### src/core/fpc_params.svh
// Register map, field positions, command codes and bus timing of the flash command host
`ifndef FPC_PARAMS_SVH
`define FPC_PARAMS_SVH

`define FPC_CTRL_OFS     8'h00
`define FPC_ADDR_OFS     8'h04
`define FPC_DATA_OFS     8'h08
`define FPC_STATUS_OFS   8'h0c
`define FPC_RDATA_OFS    8'h10

`define FPC_CTRL_START   0
`define FPC_CTRL_OP_LSB  1
`define FPC_CTRL_BYPASS  5
`define FPC_CTRL_VPP     6
`define FPC_CTRL_RPIN    7
`define FPC_STAT_REFUSE  1
`define FPC_CTRL_RST     8'h00
`define FPC_ADDR_RST     23'h000000
`define FPC_DATA_RST     16'h0000

`define FPC_UNLOCK1_ADR  23'h000555
`define FPC_UNLOCK2_ADR  23'h0002aa
`define FPC_BANK_LOW     12'h555
`define FPC_CODE_AA      16'h00aa
`define FPC_CODE_55      16'h0055
`define FPC_CODE_PROG    16'h00a0
`define FPC_CODE_ERASE   16'h0080
`define FPC_CODE_CHIP    16'h0010
`define FPC_CODE_BLOCK   16'h0030
`define FPC_CODE_RESUME  16'h0030
`define FPC_CODE_SUSP    16'h00b0
`define FPC_CODE_QUERY   16'h0098
`define FPC_CODE_AUTO    16'h0090
`define FPC_CODE_RESET   16'h00f0
`define FPC_BUF_WORDS    32

`define FPC_CLK_NS       20
`define FPC_T_WE_NS      50
`define FPC_T_RD_NS      80
`define FPC_T_GAP_NS     30
`define FPC_WE_CYC       ((`FPC_T_WE_NS + `FPC_CLK_NS - 1) / `FPC_CLK_NS)
`define FPC_RD_CYC       ((`FPC_T_RD_NS + `FPC_CLK_NS - 1) / `FPC_CLK_NS)
`define FPC_GAP_CYC      ((`FPC_T_GAP_NS + `FPC_CLK_NS - 1) / `FPC_CLK_NS)

`endif

### src/core/fpc_pkg.sv
// Types shared by the flash command host
package fpc_pkg;
    typedef enum logic [3:0] {
        FPC_OP_READ, FPC_OP_RESET, FPC_OP_PROGRAM, FPC_OP_CHIP_ERASE,
        FPC_OP_BLOCK_ERASE, FPC_OP_BLOCK_ADD, FPC_OP_SUSPEND, FPC_OP_RESUME,
        FPC_OP_QUERY, FPC_OP_AUTOSEL, FPC_OP_BUF_SETUP, FPC_OP_BUF_LOAD,
        FPC_OP_BUF_CONFIRM, FPC_OP_POLL, FPC_OP_ABORT_RESET, FPC_OP_SPARE
    } fpc_op_t;

    typedef struct packed {
        logic [22:0] addr;
        logic [15:0] dq;
        logic        dqDriveN;
        logic        ceN;
        logic        oeN;
        logic        weN;
        logic        rpN;
        logic        highProgramVoltage;
    } fpc_pins_t;

    typedef struct packed {
        logic        isRead;
        logic [22:0] addr;
        logic [15:0] data;
    } fpc_cycle_t;
endpackage

### src/core/fpc_host.sv
// Flash command host: AXI4-Lite registers in, parallel flash bus cycles out
//
// Decided for this implementation: the address map and the AXI4-Lite register port.
`timescale 1ns/1ps
`include "fpc_params.svh"

module fpc_host #(
    parameter logic [15:0] BUF_SETUP_CODE   = 16'h0025, // Write-to-buffer setup code
    parameter logic [15:0] BUF_CONFIRM_CODE = 16'h0029  // Write-to-buffer confirm code
) (
    input  wire logic              sys_clk,    // 50 MHz clock
    input  wire logic              arst_n,     // Asynchronous reset, active low
    input  wire logic              clkEn,      // Freezes all state while low
    input  wire logic [7:0]        s_axi_awaddr,  // Write address
    input  wire logic              s_axi_awvalid, // Write address valid
    output logic                   s_axi_awready, // Write address ready
    input  wire logic [31:0]       s_axi_wdata,   // Write data
    input  wire logic [3:0]        s_axi_wstrb,   // Write byte strobes
    input  wire logic              s_axi_wvalid,  // Write data valid
    output logic                   s_axi_wready,  // Write data ready
    output logic [1:0]             s_axi_bresp,   // Write response
    output logic                   s_axi_bvalid,  // Write response valid
    input  wire logic              s_axi_bready,  // Write response ready
    input  wire logic [7:0]        s_axi_araddr,  // Read address
    input  wire logic              s_axi_arvalid, // Read address valid
    output logic                   s_axi_arready, // Read address ready
    output logic [31:0]            s_axi_rdata,   // Read data
    output logic [1:0]             s_axi_rresp,   // Read response
    output logic                   s_axi_rvalid,  // Read data valid
    input  wire logic              s_axi_rready,  // Read data ready
    output fpc_pkg::fpc_pins_t     flashOut,      // Flash bus outputs
    input  wire logic [15:0]       flashDqIn      // Flash data bus input
);
    import fpc_pkg::*;

    typedef enum logic [2:0] {ST_IDLE, ST_CHECK, ST_SETUP, ST_STROBE, ST_GAP} fpc_state_t;

    logic [7:0]  ctrlReg;
    logic [22:0] addrReg;
    logic [15:0] dataReg;
    logic [31:0] rdataReg;
    logic        refusedReg;
    logic [22:0] bufStartReg;
    logic [5:0]  bufLeftReg;
    logic        bufOpenReg;
    logic [7:0]  awAddrReg;
    logic [31:0] wDataReg;
    logic [3:0]  wStrbReg;
    logic        awHaveReg;
    logic        wHaveReg;
    fpc_state_t  stateReg;
    fpc_op_t     opReg;
    logic [2:0]  stepReg;
    logic [2:0]  timerReg;
    logic [2:0]  weCountReg;
    fpc_cycle_t  cyc;
    logic        bypass;
    logic        isLast;
    logic [2:0]  seqLen;
    logic        doWrite;
    logic        startReq;
    logic        loadOk;
    logic [22:0] bankQuery;
    logic [31:0] statusWord;

    // Bypass follows the software bit or the high voltage this host applies
    assign bypass    = ctrlReg[`FPC_CTRL_BYPASS] | ctrlReg[`FPC_CTRL_VPP];
    assign bankQuery = {addrReg[22:12], `FPC_BANK_LOW};

    function automatic logic [2:0] opLength(input fpc_op_t op, input logic byp);
        case (op)
            FPC_OP_PROGRAM:     opLength = byp ? 3'd2 : 3'd4;
            FPC_OP_CHIP_ERASE,
            FPC_OP_BLOCK_ERASE: opLength = 3'd6;
            FPC_OP_AUTOSEL,
            FPC_OP_ABORT_RESET: opLength = 3'd3;
            FPC_OP_BUF_SETUP:   opLength = byp ? 3'd2 : 3'd4;
            FPC_OP_POLL:        opLength = 3'd2;
            default:            opLength = 3'd1;
        endcase
    endfunction

    assign seqLen = opLength(opReg, bypass);
    assign isLast = (stepReg == seqLen - 3'd1);

    // One bus cycle of the current operation; bypass skips the two unlocks of program and buffer setup
    always_comb begin
        logic [2:0] e;
        e = stepReg;
        if ((opReg == FPC_OP_PROGRAM || opReg == FPC_OP_BUF_SETUP) && bypass) begin
            e = stepReg + 3'd2;
        end
        cyc = '{isRead: 1'b0, addr: addrReg, data: dataReg};
        case (opReg)
            FPC_OP_READ:  cyc.isRead = 1'b1;
            FPC_OP_POLL:  cyc.isRead = 1'b1;
            FPC_OP_RESET: cyc.data = `FPC_CODE_RESET;
            FPC_OP_BLOCK_ADD: cyc.data = `FPC_CODE_BLOCK;
            FPC_OP_SUSPEND:   cyc.data = `FPC_CODE_SUSP;
            FPC_OP_RESUME:    cyc.data = `FPC_CODE_RESUME;
            FPC_OP_QUERY:     cyc = '{1'b0, bankQuery, `FPC_CODE_QUERY};
            FPC_OP_BUF_LOAD:  cyc.data = dataReg;
            FPC_OP_BUF_CONFIRM: cyc.data = BUF_CONFIRM_CODE;
            default: begin
                case (e)
                    3'd0: cyc = '{1'b0, `FPC_UNLOCK1_ADR, `FPC_CODE_AA};
                    3'd1, 3'd4: cyc = '{1'b0, `FPC_UNLOCK2_ADR, `FPC_CODE_55};
                    3'd2: begin
                        case (opReg)
                            FPC_OP_PROGRAM: cyc = '{1'b0, `FPC_UNLOCK1_ADR, `FPC_CODE_PROG};
                            FPC_OP_AUTOSEL: cyc = '{1'b0, bankQuery, `FPC_CODE_AUTO};
                            FPC_OP_ABORT_RESET: cyc.data = `FPC_CODE_RESET;
                            FPC_OP_BUF_SETUP: cyc.data = BUF_SETUP_CODE;
                            default: cyc = '{1'b0, `FPC_UNLOCK1_ADR, `FPC_CODE_ERASE};
                        endcase
                    end
                    // Fourth cycle is the payload for program and setup, a fresh unlock for erase
                    3'd3: begin
                        case (opReg)
                            FPC_OP_PROGRAM:    cyc.data = dataReg;
                            FPC_OP_BUF_SETUP:  cyc.data = dataReg;
                            default:           cyc = '{1'b0, `FPC_UNLOCK1_ADR, `FPC_CODE_AA};
                        endcase
                    end
                    default: begin
                        case (opReg)
                            FPC_OP_CHIP_ERASE: begin
                                cyc.addr = `FPC_UNLOCK1_ADR;
                                cyc.data = `FPC_CODE_CHIP;
                            end
                            default:           cyc.data = `FPC_CODE_BLOCK;
                        endcase
                    end
                endcase
            end
        endcase
    end

    // Host-side guards keep the device from ever seeing a sequence it would abort on
    assign loadOk = bufOpenReg && bufLeftReg != 6'd0
                 && addrReg[22:5] == bufStartReg[22:5]
                 && addrReg >= bufStartReg;

    // AXI4-Lite write side
    assign s_axi_awready = clkEn && !awHaveReg && !s_axi_bvalid;
    assign s_axi_wready  = clkEn && !wHaveReg && !s_axi_bvalid;
    assign doWrite       = awHaveReg && wHaveReg && !s_axi_bvalid;
    assign startReq      = doWrite && awAddrReg == `FPC_CTRL_OFS && wStrbReg[0]
                         && wDataReg[`FPC_CTRL_START];

    always_ff @(posedge sys_clk or negedge arst_n) begin
        if (!arst_n) begin
            awHaveReg <= 1'b0;
            wHaveReg  <= 1'b0;
            awAddrReg <= 8'h00;
            wDataReg  <= 32'h0000_0000;
            wStrbReg  <= 4'h0;
            s_axi_bvalid <= 1'b0;
            s_axi_bresp  <= 2'b00;
        end else if (clkEn) begin
            if (s_axi_awvalid && s_axi_awready) begin
                awHaveReg <= 1'b1;
                awAddrReg <= s_axi_awaddr;
            end
            if (s_axi_wvalid && s_axi_wready) begin
                wHaveReg <= 1'b1;
                wDataReg <= s_axi_wdata;
                wStrbReg <= s_axi_wstrb;
            end
            if (doWrite) begin
                awHaveReg    <= 1'b0;
                wHaveReg     <= 1'b0;
                s_axi_bvalid <= 1'b1;
                s_axi_bresp  <= (awAddrReg <= `FPC_STATUS_OFS && awAddrReg[1:0] == 2'b00)
                              ? 2'b00 : 2'b10;
            end else if (s_axi_bvalid && s_axi_bready) begin
                s_axi_bvalid <= 1'b0;
            end
        end
    end

    // Software registers; a start while busy is refused and not queued
    always_ff @(posedge sys_clk or negedge arst_n) begin
        if (!arst_n) begin
            ctrlReg <= `FPC_CTRL_RST;
            addrReg <= `FPC_ADDR_RST;
            dataReg <= `FPC_DATA_RST;
        end else if (clkEn && doWrite && stateReg == ST_IDLE) begin
            if (awAddrReg == `FPC_CTRL_OFS && wStrbReg[0]) begin
                ctrlReg <= wDataReg[7:0] & ~8'h01;
            end
            if (awAddrReg == `FPC_ADDR_OFS) begin
                addrReg <= wDataReg[22:0];
            end
            if (awAddrReg == `FPC_DATA_OFS) begin
                dataReg <= wDataReg[15:0];
            end
        end
    end

    // Sticky refusal flag: a new refusal wins over a clear in the same cycle
    always_ff @(posedge sys_clk or negedge arst_n) begin
        if (!arst_n) begin
            refusedReg <= 1'b0;
        end else if (clkEn) begin
            if ((startReq && stateReg != ST_IDLE)
                || (stateReg == ST_CHECK && (opReg == FPC_OP_BUF_SETUP
                    ? dataReg > 16'(`FPC_BUF_WORDS - 1)
                    : opReg == FPC_OP_BUF_LOAD ? !loadOk
                    : opReg == FPC_OP_BUF_CONFIRM && (!bufOpenReg || bufLeftReg != 6'd0)))) begin
                refusedReg <= 1'b1;
            end else if (doWrite && awAddrReg == `FPC_STATUS_OFS
                         && wDataReg[`FPC_STAT_REFUSE]) begin
                refusedReg <= 1'b0;
            end
        end
    end

    // Bus cycle sequencer
    always_ff @(posedge sys_clk or negedge arst_n) begin
        if (!arst_n) begin
            stateReg   <= ST_IDLE;
            opReg      <= FPC_OP_READ;
            stepReg    <= 3'd0;
            timerReg   <= 3'd0;
            weCountReg <= 3'd0;
        end else if (clkEn) begin
            case (stateReg)
                ST_IDLE: begin
                    // The word being written decides, so a start with the reset hold is dropped
                    if (startReq && !wDataReg[`FPC_CTRL_RPIN]) begin
                        opReg      <= fpc_op_t'(wDataReg[`FPC_CTRL_OP_LSB +: 4]);
                        stepReg    <= 3'd0;
                        weCountReg <= 3'd0;
                        stateReg   <= ST_CHECK;
                    end
                end
                ST_CHECK: begin
                    if ((opReg == FPC_OP_BUF_SETUP && dataReg > 16'(`FPC_BUF_WORDS - 1))
                        || (opReg == FPC_OP_BUF_LOAD && !loadOk)
                        || (opReg == FPC_OP_BUF_CONFIRM
                            && (!bufOpenReg || bufLeftReg != 6'd0))) begin
                        stateReg <= ST_IDLE;
                    end else begin
                        stateReg <= ST_SETUP;
                    end
                end
                ST_SETUP: begin
                    timerReg <= cyc.isRead ? 3'(`FPC_RD_CYC - 1) : 3'(`FPC_WE_CYC - 1);
                    stateReg <= ST_STROBE;
                    if (!cyc.isRead) begin
                        weCountReg <= weCountReg + 3'd1;
                    end
                end
                ST_STROBE: begin
                    if (timerReg == 3'd0) begin
                        timerReg <= 3'(`FPC_GAP_CYC - 1);
                        stateReg <= ST_GAP;
                    end else begin
                        timerReg <= timerReg - 3'd1;
                    end
                end
                ST_GAP: begin
                    if (timerReg != 3'd0) begin
                        timerReg <= timerReg - 3'd1;
                    end else if (isLast) begin
                        stateReg <= ST_IDLE;
                    end else begin
                        stepReg  <= stepReg + 3'd1;
                        stateReg <= ST_SETUP;
                    end
                end
                default: stateReg <= ST_IDLE;
            endcase
        end
    end

    // Write buffer bookkeeping mirrors the device's load counter
    always_ff @(posedge sys_clk or negedge arst_n) begin
        if (!arst_n) begin
            bufStartReg <= 23'h000000;
            bufLeftReg  <= 6'd0;
            bufOpenReg  <= 1'b0;
        end else if (clkEn && stateReg == ST_GAP && timerReg == 3'd0 && isLast) begin
            case (opReg)
                FPC_OP_BUF_SETUP: begin
                    bufStartReg <= addrReg;
                    bufLeftReg  <= 6'(dataReg[4:0]) + 6'd1;
                    bufOpenReg  <= 1'b1;
                end
                FPC_OP_BUF_LOAD: bufLeftReg <= bufLeftReg - 6'd1;
                FPC_OP_BUF_CONFIRM,
                FPC_OP_ABORT_RESET,
                FPC_OP_RESET: bufOpenReg <= 1'b0;
                default: ;
            endcase
        end
    end

    // Sample the data bus at the end of the read strobe; poll keeps both reads
    always_ff @(posedge sys_clk or negedge arst_n) begin
        if (!arst_n) begin
            rdataReg <= 32'h0000_0000;
        end else if (clkEn && stateReg == ST_STROBE && timerReg == 3'd0 && cyc.isRead) begin
            if (stepReg == 3'd0) begin
                rdataReg <= {16'h0000, flashDqIn};
            end else begin
                rdataReg[31:16] <= flashDqIn;
            end
        end
    end

    // Flash pins come straight from flops or registered state
    always_comb begin
        flashOut.addr     = cyc.addr;
        flashOut.dq       = cyc.data;
        flashOut.dqDriveN = !(stateReg inside {ST_SETUP, ST_STROBE, ST_GAP}) || cyc.isRead;
        flashOut.ceN      = !(stateReg inside {ST_SETUP, ST_STROBE});
        flashOut.oeN      = !(stateReg == ST_STROBE && cyc.isRead);
        flashOut.weN      = !(stateReg == ST_STROBE && !cyc.isRead);
        flashOut.rpN      = !ctrlReg[`FPC_CTRL_RPIN];
        flashOut.highProgramVoltage = ctrlReg[`FPC_CTRL_VPP];
    end

    // Status: toggle from the two poll reads, abort and timeout from the first one
    assign statusWord = {18'h00000, rdataReg[22] ^ rdataReg[6], rdataReg[7], rdataReg[5],
                         rdataReg[1], bufOpenReg, bufLeftReg, bypass, refusedReg,
                         stateReg != ST_IDLE};

    // AXI4-Lite read side
    assign s_axi_arready = clkEn && !s_axi_rvalid;

    always_ff @(posedge sys_clk or negedge arst_n) begin
        if (!arst_n) begin
            s_axi_rvalid <= 1'b0;
            s_axi_rdata  <= 32'h0000_0000;
            s_axi_rresp  <= 2'b00;
        end else if (clkEn) begin
            if (s_axi_arvalid && s_axi_arready) begin
                s_axi_rvalid <= 1'b1;
                s_axi_rresp  <= 2'b00;
                case (s_axi_araddr)
                    `FPC_CTRL_OFS:   s_axi_rdata <= {24'h000000, ctrlReg};
                    `FPC_ADDR_OFS:   s_axi_rdata <= {9'h000, addrReg};
                    `FPC_DATA_OFS:   s_axi_rdata <= {16'h0000, dataReg};
                    `FPC_STATUS_OFS: s_axi_rdata <= statusWord;
                    `FPC_RDATA_OFS:  s_axi_rdata <= rdataReg;
                    default: begin
                        s_axi_rdata <= 32'h0000_0000;
                        s_axi_rresp <= 2'b10;
                    end
                endcase
            end else if (s_axi_rvalid && s_axi_rready) begin
                s_axi_rvalid <= 1'b0;
            end
        end
    end

    logic seqDone;
    assign seqDone = stateReg == ST_GAP && timerReg == 3'd0 && isLast;
endmodule

### config.mk
export PLATFORM = sky130hd
export DESIGN_NAME = fpc_host
export DESIGN_NICKNAME = d
export VERILOG_FILES = /design/src/core/fpc_pkg.sv /design/src/core/fpc_host.sv
export VERILOG_INCLUDE_DIRS = /design/src /design/src/core
export SDC_FILE = /design/constraint.sdc
export NUM_CORES = 1
export LEC_CHECK = 0
export BUFFER_PORTS_ARGS = -buffer_cell sky130_fd_sc_hd__buf_2
export CAP_MARGIN = 20
export CORE_ASPECT_RATIO = 0.6
export CORE_UTILIZATION = 52
export DETAILED_ROUTE_END_ITERATION = 8
export GPL_ROUTABILITY_DRIVEN = 0
export PLACE_DENSITY = 0.84
export SYNTH_ARGS = -nofsm -noshare
export SYNTH_HDL_FRONTEND = slang
export SYNTH_SLANG_ARGS = --single-unit
export TNS_END_PERCENT = 1
### constraint.sdc
create_clock -name sys_clk -period 2.8 [get_ports sys_clk]
set_clock_uncertainty 0.05 [all_clocks]
set_input_delay 0.56 -clock sys_clk [delete_from_list [all_inputs] [get_ports sys_clk]]
set_output_delay 0.56 -clock sys_clk [all_outputs]
set_load 0.01 [all_outputs]
==> run_results.csv, run 1 <==
group,metric,value,unit
drt,wl,33100,microns
drt,routedWlPerCell,22.3,microns
grt,antenna_found_initial,0,
cts,cts_max_level,4,
drt,route.met3.wl,4300,microns
pwr,p_seq_share,46.7,%
final_layout,fin_nets,1314,
logic_synthesis,yosys_warnings,0,
drt,vias_per_cell,6.31,
sta,timing.fmax,297,MHz
final_layout,n_antenna_cell,0,
floorplanning,start_util,53.7,%
logic_synthesis,synthesis.area,0.0103,sq mm
pwr,p_comb_share,22.4,%
grt,grt_start_max_net_pins,73,
grt,grt_use_total,32.5,%
logic_synthesis,synth_area_leaders,"dfrtp_1, mux2_2, nand2_1, ha_1, o21ai_0",
drt,vias,9389,
pwr,p_int,5.73,mW
sta,setup_violations,72,
pwr,ir_drop,0.460,mV
drt,drt_iter0_drc,1300,
critical_path,path_class,"flip-flop to output port",
final_layout,final_util,67.0,%
critical_path,crit_start,"opReg[2]",
final_layout,multi_input_area,0.00530,sq mm
floorplanning,row_count,39,
pwr,p_sw_share,31.2,%
placement,io_buffers,147,
logic_synthesis,ys_seq_area_share,46.4,%
placement,dpl.hpwl,23200,microns
flow_run,maxCapViolCount,0,
sta,rsz0062_at_grt,"true",
critical_path,worstSetupEndpointType,"output port",
drt,first_pass_iters,6,
critical_path,r2r_start,"opReg[2]",
critical_path,cp_cell_sequence,"buf_12, or3b_4, nor2_4, a21oi_2, or3_4, a221oi_4, a21o_1, buf_2",
placement,dp_slack,-0.136,ns
logic_synthesis,avgSynthCellArea,10.4,sq um
hold_path,hold_path_class,"input port to async pin",
final_layout,seqCellArea,0.00481,sq mm
critical_path,cp_max_fo,5,
critical_path,slowest_stage,"or3b_4",
drt,ant_nets,0,
grt,gr-total-overflow,0,
final_layout,syn2layout_area_growth,24.8,%
cts,cts.hold.buffers_added,0,
sta,worstMarginPinSlew,0.752,ns
pwr,leakage,6.44,nW
floorplanning,die_h,111,microns
status,outcome,"finished with violations",
critical_path,crit_required,2.19,ns
grt,grt_pass1_wl,50300,microns
cts,cts_buffers,17,
floorplanning,ios,162,
sta,setup_ws,-0.572,ns
logic_synthesis,ys_async_sr_fraction,100,%
pwr,power_density,645,mW/mm^2
floorplanning,fp.coreArea,0.0193,sq mm
cts,worstSkewPairLatency,0.44,ns
final_layout,fillers,1384,
cts,cts_tree,"yes",
pwr,p_sw,2.59,mW
sta,finalMaxSlewViolations,0,
sta,fin_crit_sh,120,%
cts,clockBufferDepth,2,
drt,m1WireLength,13700,microns
status,violations,"negative setup slack",
logic_synthesis,ys_ff_latch,192,
logic_synthesis,synth-main-ff-cell,"dfrtp_1",
grt,grt_pass1_vias,9098,
drt,drc,0,
logic_synthesis,synth_edf_count,0,
logic_synthesis,synth_top_area_share,46.4,%
sta,max_slew_margin,49.5,%
critical_path,crit_arrival,2.76,ns
floorplanning,die_w,184,microns
sta,hold_violations,0,
drt,highest_layer,"met4",
critical_path,critPathLaunchType,"flip-flop",
cts,clk_pin_slew,0.07,ns
logic_synthesis,yosysUniqueCellTypes,81,
floorplanning,die_area,0.0205,sq mm
pwr,power_frac_clock,31.0,%
cts,cts_root_buf,"clkbuf_16",
logic_synthesis,synth_top_area_cell,"dfrtp_1",
logic_synthesis,synth_cells,996,
critical_path,slowest_delay,0.45,ns
final_layout,drive_above_1_share,37.1,%
sta,period_minus_slack,3.37,ns
cts,numClockSinks,192,
drt,met2_length,13800,microns
==> stage by stage <==
stage	power, mW	instances	hold WS [ns]	TNS, ns	cell area, sq um
5_1_grt	8.63	1487	0.125	-28.52	12900
4_1_cts	8.24	1476	0.0998	-18.75	12600
2_1_floorplan	4.75	997	0.214	-0.485	10400
3_5_place_dp	5.63	1440	0.401	-2.76	11900
3_3_place_gp	5.53	1440	0.395	-1.35	11900
6_report	8.32	1487	0.0782	-24.24	12900
==> registers in the layout (all words and copies together), names as in the netlist, 4 cells and up <==
| register | flops |
|---|---|
| rdataReg | 32 |
| s_axi_rdata | 32 |
| addrReg | 23 |
| bufStartReg | 23 |
| wDataReg | 23 |
| dataReg | 16 |
| awAddrReg | 8 |
| ctrlReg | 7 |
| bufLeftReg | 6 |
| opReg | 4 |
==> cell type report <==
cell class                 count  share of cell area (%)
clock buffer                  23                    3.55
clock inverter                 9                    1.21
inverter                      43                    1.25
multi-input combinational    697                    41.1
sequential                   192                    37.2
tap                          266                    2.58
timing repair buffer         257                    13.1
==> logic make-up (layout without fill, tap and decap cells) <==
group	count (synthesis)	after routing	share of synthesized area [%]
buffers and inverters	108	332	4.90
adder cells (fa/ha/maj)	30	30	3.63
AO/OA/AOI/OAI	223	223	14.6
other	1	2	0.0362
XOR/XNOR	8	8	0.677
AND/OR/NAND/NOR	309	309	15.6
multiplexers	125	125	14.1
flip-flops	192	192	46.4
==> cells in the mapped netlist, types with 4 or more instances <==
master and number:
mux2_4 17, a22oi_1 14, nor4_1 4, o211ai_1 5, and3_1 5, ha_1 30
inv_1 42, clkbuf_1 33, nor2b_1 22, mux2_2 86, a21oi_1 40, buf_4 9
buf_2 18, mux2_1 14, o21a_1 5, nand3_1 28, nand4_1 10, a222oi_1 9
or3_1 10, xnor2_1 4, mux2i_1 8, nor3_1 13, a21o_1 18, dfrtp_1 192
a211o_1 10, a211oi_1 5, a31oi_1 17, xor2_1 4, o21ai_0 54, and2_1 12
or2_2 6, a221oi_1 13, nand2b_1 11, nor2_1 41, nand2_1 114
==> worst paths after layout <==
kind | endpoint | slack, ns | cells after the start
min in group sys_clk | awAddrReg[1] | 0.30 | 2
max reg2reg | bufStartReg[10] | -0.24 | 12
min | s_axi_rdata[11] | 0.08 | 1
min reg2reg | s_axi_rdata[28] | 0.41 | 2
max in group asynchronous | opReg[1] | 1.88 | 2
max | flashOut[8] | -0.57 | 8
==> worst max-delay path: cells and delay by family, from the launching register on <==
family                 cells  cell delay (ns)
AO/OA/AOI/OAI              3             0.55
buffers and inverters      2             0.28
flip-flops                 1             0.44
AND/OR/NAND/NOR            3             1.04
==> routing by layer <==
metal	global-route usage [%]	vias to the layer above
li1	-	4010
met1	45.8	4589
met2	44.9	663
met3	11.3	127
met4	14.4	0
met5	0	-
==> power groups by stage <==
stage / sequential (mW) / combinational (mW) / clock [mW]
floorplan: 3.62 / 1.13 / 0
global placement: 3.84 / 1.70 / 0
detailed placement: 3.87 / 1.77 / 0
CTS: 3.83 / 1.81 / 2.60
global route: 3.92 / 2.00 / 2.71
finish: 3.88 / 1.86 / 2.58
==> what timing repair did <==
action                                  in CTS  in global routing
gates resized for setup                     34                 33
endpoints found under the setup margin      66                 73
setup buffers                                3                 10
pin swaps                                   12                 11
cloned                                       1                  1
==> cells in the final DEF, fill, tap and decap left out, drive strengths merged, types with 18 or more instances in the layout <==
cell type	n
a21oi	41
nor2b	22
o21ai	57
a21o	18
inv	43
nor2	43
mux2	117
nand3	28
buf	255
dfrtp	192
clkbuf	25
nand2	114
ha	30
Note: power is estimated with default switching activity, not from simulation.
==> run 2, diff against run 1 <==
Settings changed: CORE_UTILIZATION 52 to 50, PLACE_DENSITY 0.84 to 0.82, SETUP_SLACK_MARGIN set to 0.05.
==> run 2 against run 1 <==
The run still ends with negative setup slack left. Non-clock buffer count down 11. Sequential cell count is the same. Routed wire length shrank 6.3%. Design area decreased by 0.75%. Fmax increased by 3.1%. Largest power group unchanged.
==> run_results.csv, run 2 (same netlist as run 1, synthesis figures left out) <==
group,metric,value,unit
status,outcome,"finished with violations",
status,violations,"negative setup slack",
final_layout,n_antenna_cell,0,
drt,routedWlPerCell,21.0,microns
critical_path,slowest_stage,"or4b_4",
sta,fin_setup_tns,-17.65,ns
floorplanning,fp.coreArea,0.0201,sq mm
cts,clockBufferDepth,2,
drt,vias_per_cell,6.00,
sta,fin_crit_sh,117,%
cts,clk_pin_slew,0.07,ns
critical_path,worstSetupEndpointType,"output port",
placement,dpl.hpwl,22900,microns
sta,timing.fmax,306,MHz
critical_path,critPathLaunchType,"flip-flop",
critical_path,crit_cells,8,
final_layout,syn2layout_area_growth,23.8,%
sta,setup_ws,-0.470,ns
critical_path,crit_start,"opReg[1]",
floorplanning,row_count,40,
placement,dp_slack,-0.128,ns
sta,rsz0062_at_grt,"true",
critical_path,critPathBufInv,2,
hold_path,hold_path_class,"input port to async pin",
sta,setup_violations,68,
critical_path,r2r-end,"bufStartReg[20]",
critical_path,crit_required,2.19,ns
floorplanning,die_area,0.0213,sq mm
critical_path,slowest_delay,0.55,ns
drt,wl,31100,microns
sta,hold_violations,0,
final_layout,layout_common_cells,"dfrtp_1, buf_2, nand2_1",
drt,first_pass_iters,8,
sta,period_minus_slack,3.27,ns
cts,worstSkewPairLatency,0.45,ns
final_layout,fin_nets,1303,
grt,grt_pass1_vias,8769,
cts,cts_max_level,4,
floorplanning,start_util,51.4,%
critical_path,cp_max_fo,6,
critical_path,r2r_start,"opReg[1]",
grt,grt_use_total,30.1,%
flow_run,maxCapViolCount,0,
grt,grt_start_max_net_pins,74,
final_layout,fillers,1524,
grt,gr-total-overflow,0,
critical_path,cp-endpoint,"flashOut[41]",
cts,numClockSinks,192,
drt,drc,0,
critical_path,crit_top_cell,"a21boi_4",
cts,cts_buffers,17,
grt,grt_pass1_wl,48800,microns
cts,cts.hold.buffers_added,0,
sta,worstMarginPinSlew,0.736,ns
floorplanning,ios,162,
cts,cts_root_buf,"clkbuf_16",
floorplanning,die_w,188,microns
placement,io_buffers,147,
critical_path,r2r_cells,11,
grt,antenna_found_initial,0,
final_layout,stdcell_count,1481,
floorplanning,die_h,113,microns
drt,drt_iter0_drc,1217,
critical_path,cp_cell_sequence,"or4b_4, and2_4, a21boi_4, a311oi_2, a21boi_4, buf_6, nor2b_2, buf_2",
placement,dp_cells,1442,
drt,ant_nets,0,
sta,max_slew_margin,50.9,%
pwr,leakage,6.37,nW
final_layout,top_regs,"rdataReg x32, s_axi_rdata x32",
critical_path,crit_family,"simple AND/OR/NAND/NOR gates",
critical_path,path_class,"flip-flop to output port",
final_layout,layout_commonest_cell,"dfrtp_1",
final_layout,drive_above_1_share,37.6,%
pwr,power_density,641,mW/mm^2
drt,vias,8882,
cts,cts_tree,"yes",
sta,finalMaxSlewViolations,0,
critical_path,crit_arrival,2.66,ns
critical_path,reg2reg_slack,-0.20,ns
pwr,ir_drop,0.542,mV
==> run 2: cell types whose count changed in the layout (fill, tap and decap cells not counted), sizes merged <==
cell      change
buf          -10
clkbuf        -3
clkinv        +2
bufinv        -1
clkinvlp      -1
==> run 2: layout make-up <==
class	instances	area [sq um]	share of cell area, %
inverter	43	161	1.26
multi-input combinational	697	5270	41.1
clock buffer	21	470	3.67
sequential	192	4810	37.5
clock inverter	9	133	1.04
timing repair buffer	246	1630	12.7
tap	273	342	2.67
==> run 2: worst reg2reg max path: stages (launching register included) <==
cell,delay (ns)
dfrtp_2,0.44
or4b_4,0.55
buf_4,0.16
o2111ai_2,0.08
ha_1,0.20
xor2_1,0.19
nor2b_1,0.15
mux2i_1,0.11
nor2_2,0.16
and3_4,0.22
buf_12,0.19
mux2_1,0.36
==> run 2: power by group <==
group	switching, mW	total (mW)	internal, mW
clock	1.05	2.52	1.47
combinational	0.893	1.85	0.954
sequential	0.576	3.85	3.27
total	2.52	8.22	5.69
==> run 2: metal layers <==
| layer | track usage, % | vias to the layer above | part of all wire [%] |
|---|---|---|---|
| li1 | - | 3993 | - |
| met1 | 44.1 | 4302 | 45 |
| met2 | 42.5 | 516 | 41 |
| met3 | 8.89 | 71 | 11 |
| met4 | 9.92 | 0 | 2.7 |
| met5 | 0 | - | 0 |
==> run 2: per-stage QoR <==
| stage | hold WS (ns) | total power, mW | util [%] | instance area (sq um) |
|---|---|---|---|---|
| final | 0.0731 | 8.22 | 63.7 | 12800 |
| after global routing | 0.112 | 8.54 | 63.7 | 12800 |
| after CTS | 0.0939 | 8.19 | 63.5 | 12800 |
| after detailed placement | 0.403 | 5.62 | 58.9 | 11900 |
| after global placement | 0.395 | 5.53 | 58.9 | 11900 |
| after floorplan | 0.214 | 4.75 | - | 10400 |
==> run 2: timing repair <==
action | 4_1_cts | 5_1_grt
pin swaps | 19 | 1
gates cloned | 1 | 0
endpoints found under the setup margin | 69 | 80
resized for setup | 70 | 10
buffers inserted | 8 | 0
==> run 2: worst min path at each step <==
stage | depth (start not counted) | endpoint | slack [ns]
finish | 1 | s_axi_rdata[27] | 0.07
global route | 1 | s_axi_rdata[27] | 0.11
CTS | 1 | s_axi_rdata[26] | 0.09
detailed placement | 2 | s_axi_rdata[30] | 0.40
global placement | 2 | s_axi_rdata[23] | 0.39
floorplan | 0 | addrReg[0] | 0.21
